`src/rtl/dac_mute_pkg.sv`:
```
// constants for the mute, trim status and bias register bank
package dac_mute_pkg;
  // ----------------------------------------------------------------
  // register indices (byte address is four times the index)
  // ----------------------------------------------------------------
  localparam logic [11:0] IDX_ALARM = 12'h430; // alarm flags, write 1 clears
  localparam logic [11:0] IDX_MUTE_DIS = 12'h432; // alarm_mute_disable
  localparam logic [11:0] IDX_MUTE_RECOVERY_CTRL = 12'h433; // mute_recovery_ctrl
  localparam logic [11:0] IDX_TRIM = 12'h600; // trim_load_status
  localparam logic [11:0] IDX_FINE0 = 12'h723;
  localparam logic [11:0] IDX_COARSE0 = 12'h724;
  localparam logic [11:0] IDX_FINE1 = 12'h725;
  localparam logic [11:0] IDX_COARSE1 = 12'h726;
  localparam logic [11:0] IDX_IRQ_STAT = 12'h7F0; // sticky events, read clears
  localparam logic [11:0] IDX_IRQ_EN = 12'h7F1; // 1 lets a status bit reach irq
  localparam logic [11:0] IDX_CTRL = 12'h7F2; // receiver enable, line coding
  // ----------------------------------------------------------------
  // field positions
  // ----------------------------------------------------------------
  localparam int ALM_LINK = 7;
  localparam int ALM_CRC = 5;
  localparam int ALM_REF = 0;
  localparam int DIS_CRC = 5;
  localparam int DIS_REF = 0;
  localparam int REC_LINK = 7;
  localparam int REC_CRC = 5;
  localparam int CTRL_RX_EN = 0;
  localparam int CTRL_CODING = 1; // 1 selects 64b/66b line coding
  // ----------------------------------------------------------------
  // reset values and masks
  // ----------------------------------------------------------------
  localparam logic [7:0] ALARM_BITS = 8'hA1; // implemented alarm bits
  localparam logic [7:0] CTRL_BITS = 8'h03;
  localparam logic [7:0] MUTE_DIS_RST = 8'h21;
  localparam logic [7:0] MUTE_RECOVERY_CTRL_RST = 8'hA0;
  localparam logic [7:0] CTRL_RST = 8'h00;
  localparam logic [7:0] IRQ_EN_RST = 8'h00;
  localparam logic [3:0] COARSE_RST = 4'hF;
  localparam logic [3:0] SLEEP_RST = 4'h0;
  localparam logic [5:0] FINE_RST = 6'h20; // per-device value, plain default
  // ----------------------------------------------------------------
  // timing
  // ----------------------------------------------------------------
  localparam int CLK_PERIOD_NS = 8;
  localparam int TRIM_LOAD_MAX_CYC = 523000; // bound on the load, in clk cycles
  localparam int TRIM_LOAD_CYC = TRIM_LOAD_MAX_CYC - 1; // fewer than the bound
endpackage

```
`src/rtl/dac_mute_fuse_bias_regs.sv`:
```
// apb register bank: alarm muting, trim load status and bias settings
// Overview of operation
// - crc alarm mutes unless crc disable set
// - reference alarm mutes unless reference disable set
// - link mute clears on recovery or alarm clear
// - crc recovery 0 waits for alarm clear
// - crc recovery 1 unmutes when fault ends
// - trim done reads 1 only when idle
// - trim load ends before 523000 cycles
// - four-bit coarse bias per channel, reset F
// - six-bit fine bias, upper bits read zero
// - four-bit sleep coarse bias per channel
// - link loss alarm on link-up fall while receiver enabled
// - crc alarm on fault in 64b/66b
// - reference alarm on misaligned edge
// - alarm bits clear on write of one
`timescale 1ns/1ps
`default_nettype none
module dac_mute_fuse_bias_regs #(
  parameter int TRIM_LOAD_CYCLES = dac_mute_pkg::TRIM_LOAD_CYC
) (
  input wire logic pclk,
  input wire logic presetn,
  input wire logic psel,
  input wire logic penable,
  input wire logic pwrite,
  input wire logic [13:0] paddr,
  input wire logic [31:0] pwdata,
  output logic [31:0] prdata,
  output logic pready,
  output logic pslverr,
  input wire logic link_up, // serial link up indication
  input wire logic crc_fault, // live crc fault, or of enabled lanes
  input wire logic ref_misalign_div, // misaligned edge seen by dividers
  input wire logic ref_misalign_rx, // misaligned edge seen by receiver
  output logic mute_ch0,
  output logic mute_ch1,
  output logic [5:0] fine_bias_ch0,
  output logic [5:0] fine_bias_ch1,
  output logic [3:0] coarse_bias_ch0,
  output logic [3:0] coarse_bias_ch1,
  output logic [3:0] sleep_bias_ch0,
  output logic [3:0] sleep_bias_ch1,
  output logic serial_rx_enable,
  output logic trim_done,
  output logic irq
);
  // ----------------------------------------------------------------
  // state
  // ----------------------------------------------------------------
  typedef enum logic {TRIM_LOAD, TRIM_IDLE} trim_state_t;
  typedef struct packed {
    logic [7:0] alarm; // sticky alarm flags
    logic [7:0] irq_stat; // sticky event copy for the interrupt
    logic [7:0] irq_en;
    logic [7:0] ctrl;
    logic [7:0] mute_dis;
    logic [7:0] mute_recovery_ctrl;
    logic [5:0] fine0;
    logic [5:0] fine1;
    logic [3:0] coarse0;
    logic [3:0] coarse1;
    logic [3:0] sleep0;
    logic [3:0] sleep1;
    trim_state_t trim_st;
    logic [19:0] trim_cnt;
    logic trim_done;
    logic link_up_q; // previous link_up for the fall detect
    logic link_mute;
    logic crc_mute;
    logic mute;
    logic irq;
    logic [31:0] prdata;
    logic pready;
    logic slverr;
  } state_t;
  state_t s; // registered state
  state_t next_s; // next value
  logic [11:0] idx; // word index of the access
  logic acc; // access completes at this edge
  logic wr;
  logic rd;
  logic ev_link;
  logic ev_crc;
  logic ev_ref;
  logic [7:0] ev; // events in alarm layout
  logic [7:0] rdata;
  logic hit; // address is mapped
  logic [7:0] w1c; // alarm bits that software clears
  // ----------------------------------------------------------------
  // event detection
  // ----------------------------------------------------------------
  // link_up_q starts at 0, so no fall is seen right after reset
  assign ev_link = s.link_up_q & ~link_up & s.ctrl[dac_mute_pkg::CTRL_RX_EN];
  assign ev_crc = crc_fault & s.ctrl[dac_mute_pkg::CTRL_CODING];
  // receiver view only counts while the receiver is enabled
  assign ev_ref = ref_misalign_div
                | (ref_misalign_rx & s.ctrl[dac_mute_pkg::CTRL_RX_EN]);
  // low two address bits are ignored: one register per word
  assign idx = paddr[13:2];
  // access completes on the cycle after the wait state, once ready is already high
  assign acc = psel & penable & s.pready;
  assign wr = acc & pwrite;
  assign rd = acc & ~pwrite;
  // ----------------------------------------------------------------
  // next state
  // ----------------------------------------------------------------
  always_comb begin
    next_s = s;
    ev = 8'h00;
    ev[dac_mute_pkg::ALM_LINK] = ev_link;
    ev[dac_mute_pkg::ALM_CRC] = ev_crc;
    ev[dac_mute_pkg::ALM_REF] = ev_ref;
    // read decode, reserved bits read zero
    hit = 1'b1;
    unique case (idx)
      dac_mute_pkg::IDX_ALARM: rdata = s.alarm;
      dac_mute_pkg::IDX_MUTE_DIS: rdata = s.mute_dis;
      dac_mute_pkg::IDX_MUTE_RECOVERY_CTRL: rdata = s.mute_recovery_ctrl;
      dac_mute_pkg::IDX_TRIM: rdata = {7'h00, s.trim_done};
      dac_mute_pkg::IDX_FINE0: rdata = {2'h0, s.fine0};
      dac_mute_pkg::IDX_FINE1: rdata = {2'h0, s.fine1};
      dac_mute_pkg::IDX_COARSE0: rdata = {s.sleep0, s.coarse0};
      dac_mute_pkg::IDX_COARSE1: rdata = {s.sleep1, s.coarse1};
      dac_mute_pkg::IDX_IRQ_STAT: rdata = s.irq_stat;
      dac_mute_pkg::IDX_IRQ_EN: rdata = s.irq_en;
      dac_mute_pkg::IDX_CTRL: rdata = s.ctrl;
      default: begin
        rdata = 8'h00; // unmapped reads zero with an error
        hit = 1'b0;
      end
    endcase
    // one wait state: data and ready come from flops
    next_s.pready = psel & penable & ~s.pready;
    next_s.slverr = 1'b0;
    if (next_s.pready) begin
      next_s.prdata = {24'h000000, rdata};
      next_s.slverr = ~hit;
    end
    // alarms: write 1 clears, a new event in the same cycle wins
    w1c = 8'h00;
    if (wr && idx == dac_mute_pkg::IDX_ALARM) begin
      w1c = pwdata[7:0];
    end
    next_s.alarm = ((s.alarm & ~w1c) | ev) & dac_mute_pkg::ALARM_BITS;
    // interrupt status clears on read, set still wins
    if (rd && idx == dac_mute_pkg::IDX_IRQ_STAT) begin
      next_s.irq_stat = ev;
    end else begin
      next_s.irq_stat = s.irq_stat | ev;
    end
    // register writes
    if (wr) begin
      unique case (idx)
        dac_mute_pkg::IDX_MUTE_DIS: next_s.mute_dis = pwdata[7:0];
        dac_mute_pkg::IDX_MUTE_RECOVERY_CTRL: next_s.mute_recovery_ctrl = pwdata[7:0];
        dac_mute_pkg::IDX_FINE0: next_s.fine0 = pwdata[5:0];
        dac_mute_pkg::IDX_FINE1: next_s.fine1 = pwdata[5:0];
        dac_mute_pkg::IDX_COARSE0: begin
          next_s.coarse0 = pwdata[3:0];
          next_s.sleep0 = pwdata[7:4];
        end
        dac_mute_pkg::IDX_COARSE1: begin
          next_s.coarse1 = pwdata[3:0];
          next_s.sleep1 = pwdata[7:4];
        end
        dac_mute_pkg::IDX_IRQ_EN: next_s.irq_en = pwdata[7:0];
        dac_mute_pkg::IDX_CTRL: next_s.ctrl = pwdata[7:0] & dac_mute_pkg::CTRL_BITS;
        default: begin
          next_s.ctrl = s.ctrl; // read-only and unmapped writes ignored
        end
      endcase
    end
    next_s.irq = |(next_s.irq_stat & next_s.irq_en);
    // trim load sequencer: counts from reset release, then idles
    // no access guard during the load: software must see trim_done first
    unique case (s.trim_st)
      TRIM_LOAD: begin
        next_s.trim_cnt = s.trim_cnt + 20'h00001;
        if (s.trim_cnt == 20'(TRIM_LOAD_CYCLES - 1)) begin
          next_s.trim_st = TRIM_IDLE;
          next_s.trim_done = 1'b1;
        end
      end
      TRIM_IDLE: begin
        next_s.trim_done = 1'b1;
      end
    endcase
    next_s.link_up_q = link_up;
    // link loss mute: recovery chosen by the auto-unmute bit
    // alarm-clear recovery is judged on the registered alarm, so that release lags one cycle; auto recovery uses live link_up
    if (ev_link) begin
      next_s.link_mute = 1'b1;
    end else if (s.link_mute) begin
      if (s.mute_recovery_ctrl[dac_mute_pkg::REC_LINK]) begin
        next_s.link_mute = ~link_up;
      end else begin
        next_s.link_mute = s.alarm[dac_mute_pkg::ALM_LINK];
      end
    end
    // crc mute: disabled outright, or held per crc recovery bit
    if (s.mute_dis[dac_mute_pkg::DIS_CRC]) begin
      next_s.crc_mute = 1'b0;
    end else if (ev_crc) begin
      next_s.crc_mute = 1'b1;
    end else if (s.crc_mute) begin
      if (s.mute_recovery_ctrl[dac_mute_pkg::REC_CRC]) begin
        next_s.crc_mute = crc_fault;
      end else begin
        next_s.crc_mute = s.alarm[dac_mute_pkg::ALM_CRC];
      end
    end
    // reference mute follows the alarm itself while not disabled
    next_s.mute = next_s.link_mute | next_s.crc_mute
                | (next_s.alarm[dac_mute_pkg::ALM_REF]
                   & ~next_s.mute_dis[dac_mute_pkg::DIS_REF]);
  end
  // ----------------------------------------------------------------
  // state register
  // ----------------------------------------------------------------
  always_ff @(posedge pclk or negedge presetn) begin
    if (!presetn) begin
      s <= '0;
      s.mute_dis <= dac_mute_pkg::MUTE_DIS_RST;
      s.mute_recovery_ctrl <= dac_mute_pkg::MUTE_RECOVERY_CTRL_RST;
      s.ctrl <= dac_mute_pkg::CTRL_RST;
      s.irq_en <= dac_mute_pkg::IRQ_EN_RST;
      // trim-backed bias fields start from plain defaults
      s.fine0 <= dac_mute_pkg::FINE_RST;
      s.fine1 <= dac_mute_pkg::FINE_RST;
      s.coarse0 <= dac_mute_pkg::COARSE_RST;
      s.coarse1 <= dac_mute_pkg::COARSE_RST;
      s.sleep0 <= dac_mute_pkg::SLEEP_RST;
      s.sleep1 <= dac_mute_pkg::SLEEP_RST;
      s.trim_st <= TRIM_LOAD;
    end else begin
      s <= next_s;
    end
  end
  // outputs straight from flops
  // both channels share one mute: any alarm whose mute is not disabled silences the pair
  assign prdata = s.prdata;
  assign pready = s.pready;
  assign pslverr = s.slverr;
  assign mute_ch0 = s.mute;
  assign mute_ch1 = s.mute;
  assign fine_bias_ch0 = s.fine0;
  assign fine_bias_ch1 = s.fine1;
  assign coarse_bias_ch0 = s.coarse0;
  assign coarse_bias_ch1 = s.coarse1;
  assign sleep_bias_ch0 = s.sleep0;
  assign sleep_bias_ch1 = s.sleep1;
  assign serial_rx_enable = s.ctrl[dac_mute_pkg::CTRL_RX_EN];
  assign trim_done = s.trim_done;
  assign irq = s.irq;
endmodule
`default_nettype wire

```
`config.mk`:
```
export PLATFORM = sky130hd
export DESIGN_NAME = dac_mute_fuse_bias_regs
export DESIGN_NICKNAME = d
export VERILOG_FILES = /design/src/rtl/dac_mute_pkg.sv /design/src/rtl/dac_mute_fuse_bias_regs.sv
export SDC_FILE = /design/constraint.sdc
export NUM_CORES = 1
export LEC_CHECK = 0
export ABC_AREA = 1
export BUFFER_PORTS_ARGS = -buffer_cell sky130_fd_sc_hd__buf_2
export CORE_ASPECT_RATIO = 1.25
export CORE_MARGIN = 2
export CORE_UTILIZATION = 55
export DETAILED_ROUTE_END_ITERATION = 10
export PLACE_DENSITY = 0.8
export SYNTH_ARGS = -nofsm -noshare
export SYNTH_HDL_FRONTEND = slang
export SYNTH_SLANG_ARGS = --single-unit
export TNS_END_PERCENT = 20
```
`constraint.sdc`:
```
create_clock -name pclk -period 2 [get_ports pclk]
set_input_delay 0.3 -clock pclk [delete_from_list [all_inputs] [get_ports pclk]]
set_output_delay 0.3 -clock pclk [all_outputs]
set_load 0.005 [all_outputs]
```
==> impl_metrics.csv <==
group,metric,value,unit
logic_synthesis,syn_area,5617,um2
critical_path,r2r_start,"pready$_DFF_PN0_",
critical_path,crit_type,"reg -> reg",
detailed_routing,viasPerCell,5.334,
clock_tree,clk_pin_slew_worst_paths,70,ps
worst_hold_path,hp-class,"in -> reg",
grt,grt_pass1_vias,4548,
cells_and_area,nets,801,
logic_synthesis,yosys-top-cells-area,"dfrtp_1, nand2_1, buf_4, dfstp_2, nand3_1",
logic_synthesis,async_reset_ff_share,100.0,%
critical_path,endpoint,"irq$_DFF_PN0_",
cells_and_area,drive_gt1_share,19.49,%
clock_tree,clock_sinks,102,
critical_path,slowest_delay,380,ps
sta,finalSetupTns,0,ps
clock_tree,numCtsBuffers,9,
sta,setup_viol,0,
sta,finalMaxSlewViolations,0,
critical_path,startpoint,"pready$_DFF_PN0_",
critical_path,cp_data_required_time,2240,ps
grt,grt_pass1_wl,21.69,mm
grt,overflow,0,
clock_tree,cts_setup_buffers,0,
die,die_width,94.39,um
grt,grt_max_degree,54,
sta,period_share,85.76,%
critical_path,worstPathMaxFanout,10,
clock_tree,insertion_delay,350,ps
cells_and_area,syn2layout_area_growth,7.997,%
detailed_routing,drt_pass1_iterations,5,
cells_and_area,ff_latch_area,2570,um2
clock_tree,cts_tree,"done",
logic_synthesis,synthCells,702,
detailed_routing,wire_per_inst,15.50,um
critical_path,critical_path_arrival,1960,ps
pwr,power,3.912,mW
logic_synthesis,ys.flop_type,"dfrtp_1",
die,coreArea,10000,um2
pwr,power.density,644.9,nW/um2
cells_and_area,final_cell_area,6066,um2
clock_tree,cts_root_buffer,"clkbuf_16",
placement,place_hpwl,10.43,mm
run_status,outcome,"finished clean",
critical_path,path_cells,"nand3_1, nor2_4, nand3_2, nand2_1, nand2_1, nand2_1, nand2_1, nor2_1, nand2_1",
sta,clock.fmax,0.5831,GHz
pwr,ir_drop,0.4153,mV
sta,final_hold_viol_count,0,
logic_synthesis,synth_warnings,0,
detailed_routing,drt-total-wl,13.61,mm
placement,port_buffers,71,
cells_and_area,n_antenna_cell,0,
logic_synthesis,synth_edf_count,0,
critical_path,crit_slowest_cell,"dfrtp_1",
job,cap_viol_max_count,0,
critical_path,r2r_setup_slack,280,ps
critical_path,cp_common_cell,"nand2_1",
critical_path,timing.rr.end,"irq$_DFF_PN0_",
logic_synthesis,synth-seq-area-share,45.76,%
die,start_util,56.15,%
critical_path,r2r_cells,9,
sta,fin_crit,1715,ps
logic_synthesis,syn_area_per_cell,8.001,um2
detailed_routing,ant_nets,0,
clock_tree,clockBufferDepth,2,
cells_and_area,nFillCells,873,
die,die_h,117.0,um
clock_tree,htree_levels,3,
cells_and_area,multi_input_area,2283,um2
grt,antenna_found_initial,0,
logic_synthesis,synth_top_area_share,39.21,%
critical_path,start_kind,"flop",
detailed_routing,drc,0,
sta,hold-worst-slack,83.30,ps
logic_synthesis,ys_types,38,
placement,place_area,5783,um2
grt,grt_usage,25.80,%
sta,fin_skew,11.68,ps
detailed_routing,drt_iter0_markers,314,
critical_path,end_kind,"flop",
die,die_area,11040,um2
placement,routabilityCongestion,0.9097,
die,io_pins,122,
sta,grt_setup_unrepaired,"no",
pwr,cellLeakagePower,3.107,nW
logic_synthesis,yosysTopAreaCell,"dfrtp_1",
logic_synthesis,synth-seq-cells,102,
die,row_count,41,
detailed_routing,dr_total_vias,4683,
flip-flops by register name, summed over array words and instances (netlist names):
register / cells
coarse_bias_ch1: 4
coarse_bias_ch0: 4
trim_done: 1
fine_bias_ch1: 6
s: 60
mute_ch0: 1
irq: 1
pready: 1
fine_bias_ch0: 6
pslverr: 1
sleep_bias_ch1: 4
serial_rx_enable: 1
sleep_bias_ch0: 4
prdata: 8
stage by stage:
step,instances,setup WS (ps),util (%)
after floorplan,725,573.4,-
after global placement,861,220.2,57.81
after detailed placement,861,195.0,57.81
after CTS,878,276.0,60.64
after global routing,878,99.60,60.64
final,878,284.9,60.64
placed cells by master (no fill, tap or decap), types with 4 or more instances in the layout:
master,synthesis,layout
nand4_2,4,4
conb_1,1,24
o21ai_1,37,37
nand3_1,65,65
o21ai_0,27,27
dfstp_2,14,14
nand2_2,4,4
nor2_2,10,10
nand2_1,167,167
buf_4,63,12
dfrtp_1,88,88
inv_1,78,78
nor2_4,8,8
clkbuf_16,0,9
xor2_1,12,12
nand4_1,20,20
nor2_1,53,53
buf_2,9,70
nand3b_1,4,4
xnor2_1,4,4
layout make-up:
cell class / count / area share (%)
Tap cell: 129 / 2.661
Multi-Input combinational cell: 465 / 37.64
Timing Repair Buffer: 84 / 7.756
Clock buffer: 13 / 4.125
Sequential cell: 102 / 42.37
Inverter: 82 / 5.074
Clock inverter: 3 / 0.3713
kinds of logic (layout without fill, tap and decap cells):
family                     count (synthesis)  in the layout  synth area share, %
xor gates and xnor gates                  16             16                2.495
DFF                                      102            102                45.76
AOI/OAI and AO/OA                         71             71                6.505
adders and majority gates                  2              2               0.4455
buffers and inverters                    158            182                15.13
other                                      1             24              0.06677
and+or+nand+nor                          352            352                29.61
cell usage after synthesis (all sizes together) (3+ instances only):
library cell and number:
nand2 171, dfrtp 88, inv 81, buf 73, nor2 71, nand3 68, o21ai 64, nand4 24
dfstp 14, xor2 12, nor3 5, nand3b 4, xnor2 4, clkbuf 3, nor4 3, or2 3
worst min path at each step:
stage,startpoint,endpoint,cells past startpoint
finish,link_up,s[38]$_DFF_PN0_,1
global route,link_up,s[38]$_DFF_PN0_,1
CTS,link_up,s[38]$_DFF_PN0_,1
detailed placement,presetn,s[118]$_DFF_PN0_,1
global placement,presetn,s[118]$_DFF_PN0_,1
floorplan,presetn,fine_bias_ch0[0]$_DFFE_PN0P_,0
layer usage:
| layer | vias to the layer above | track usage, % | routed length (um) |
|---|---|---|---|
| met5 | - | 0 | 0 |
| met4 | 0 | 15.07 | 754 |
| met3 | 57 | 4.738 | 815 |
| met2 | 183 | 46.29 | 6951 |
| met1 | 2195 | 28.55 | 5091 |
| li1 | 2248 | - | - |
power by group:
part | internal (mW) | leakage [nW] | switching [mW]
combinational | 0.0505 | 1.63 | 0.156
clock | 0.882 | 0.134 | 0.754
sequential | 2.07 | 1.35 | 0.00193
what timing repair did:
item                      in CTS  in global routing
resized for setup              0                  0
hold buffers                   1                  0
hold endpoints to repair      11                  0
critical path: cells and delay by family (launching register included):
kind	cells	cell delay, ps
flip-flops	1	380
AND/OR/NAND/NOR	9	1210
Note: power is estimated with default switching activity, not from simulation.
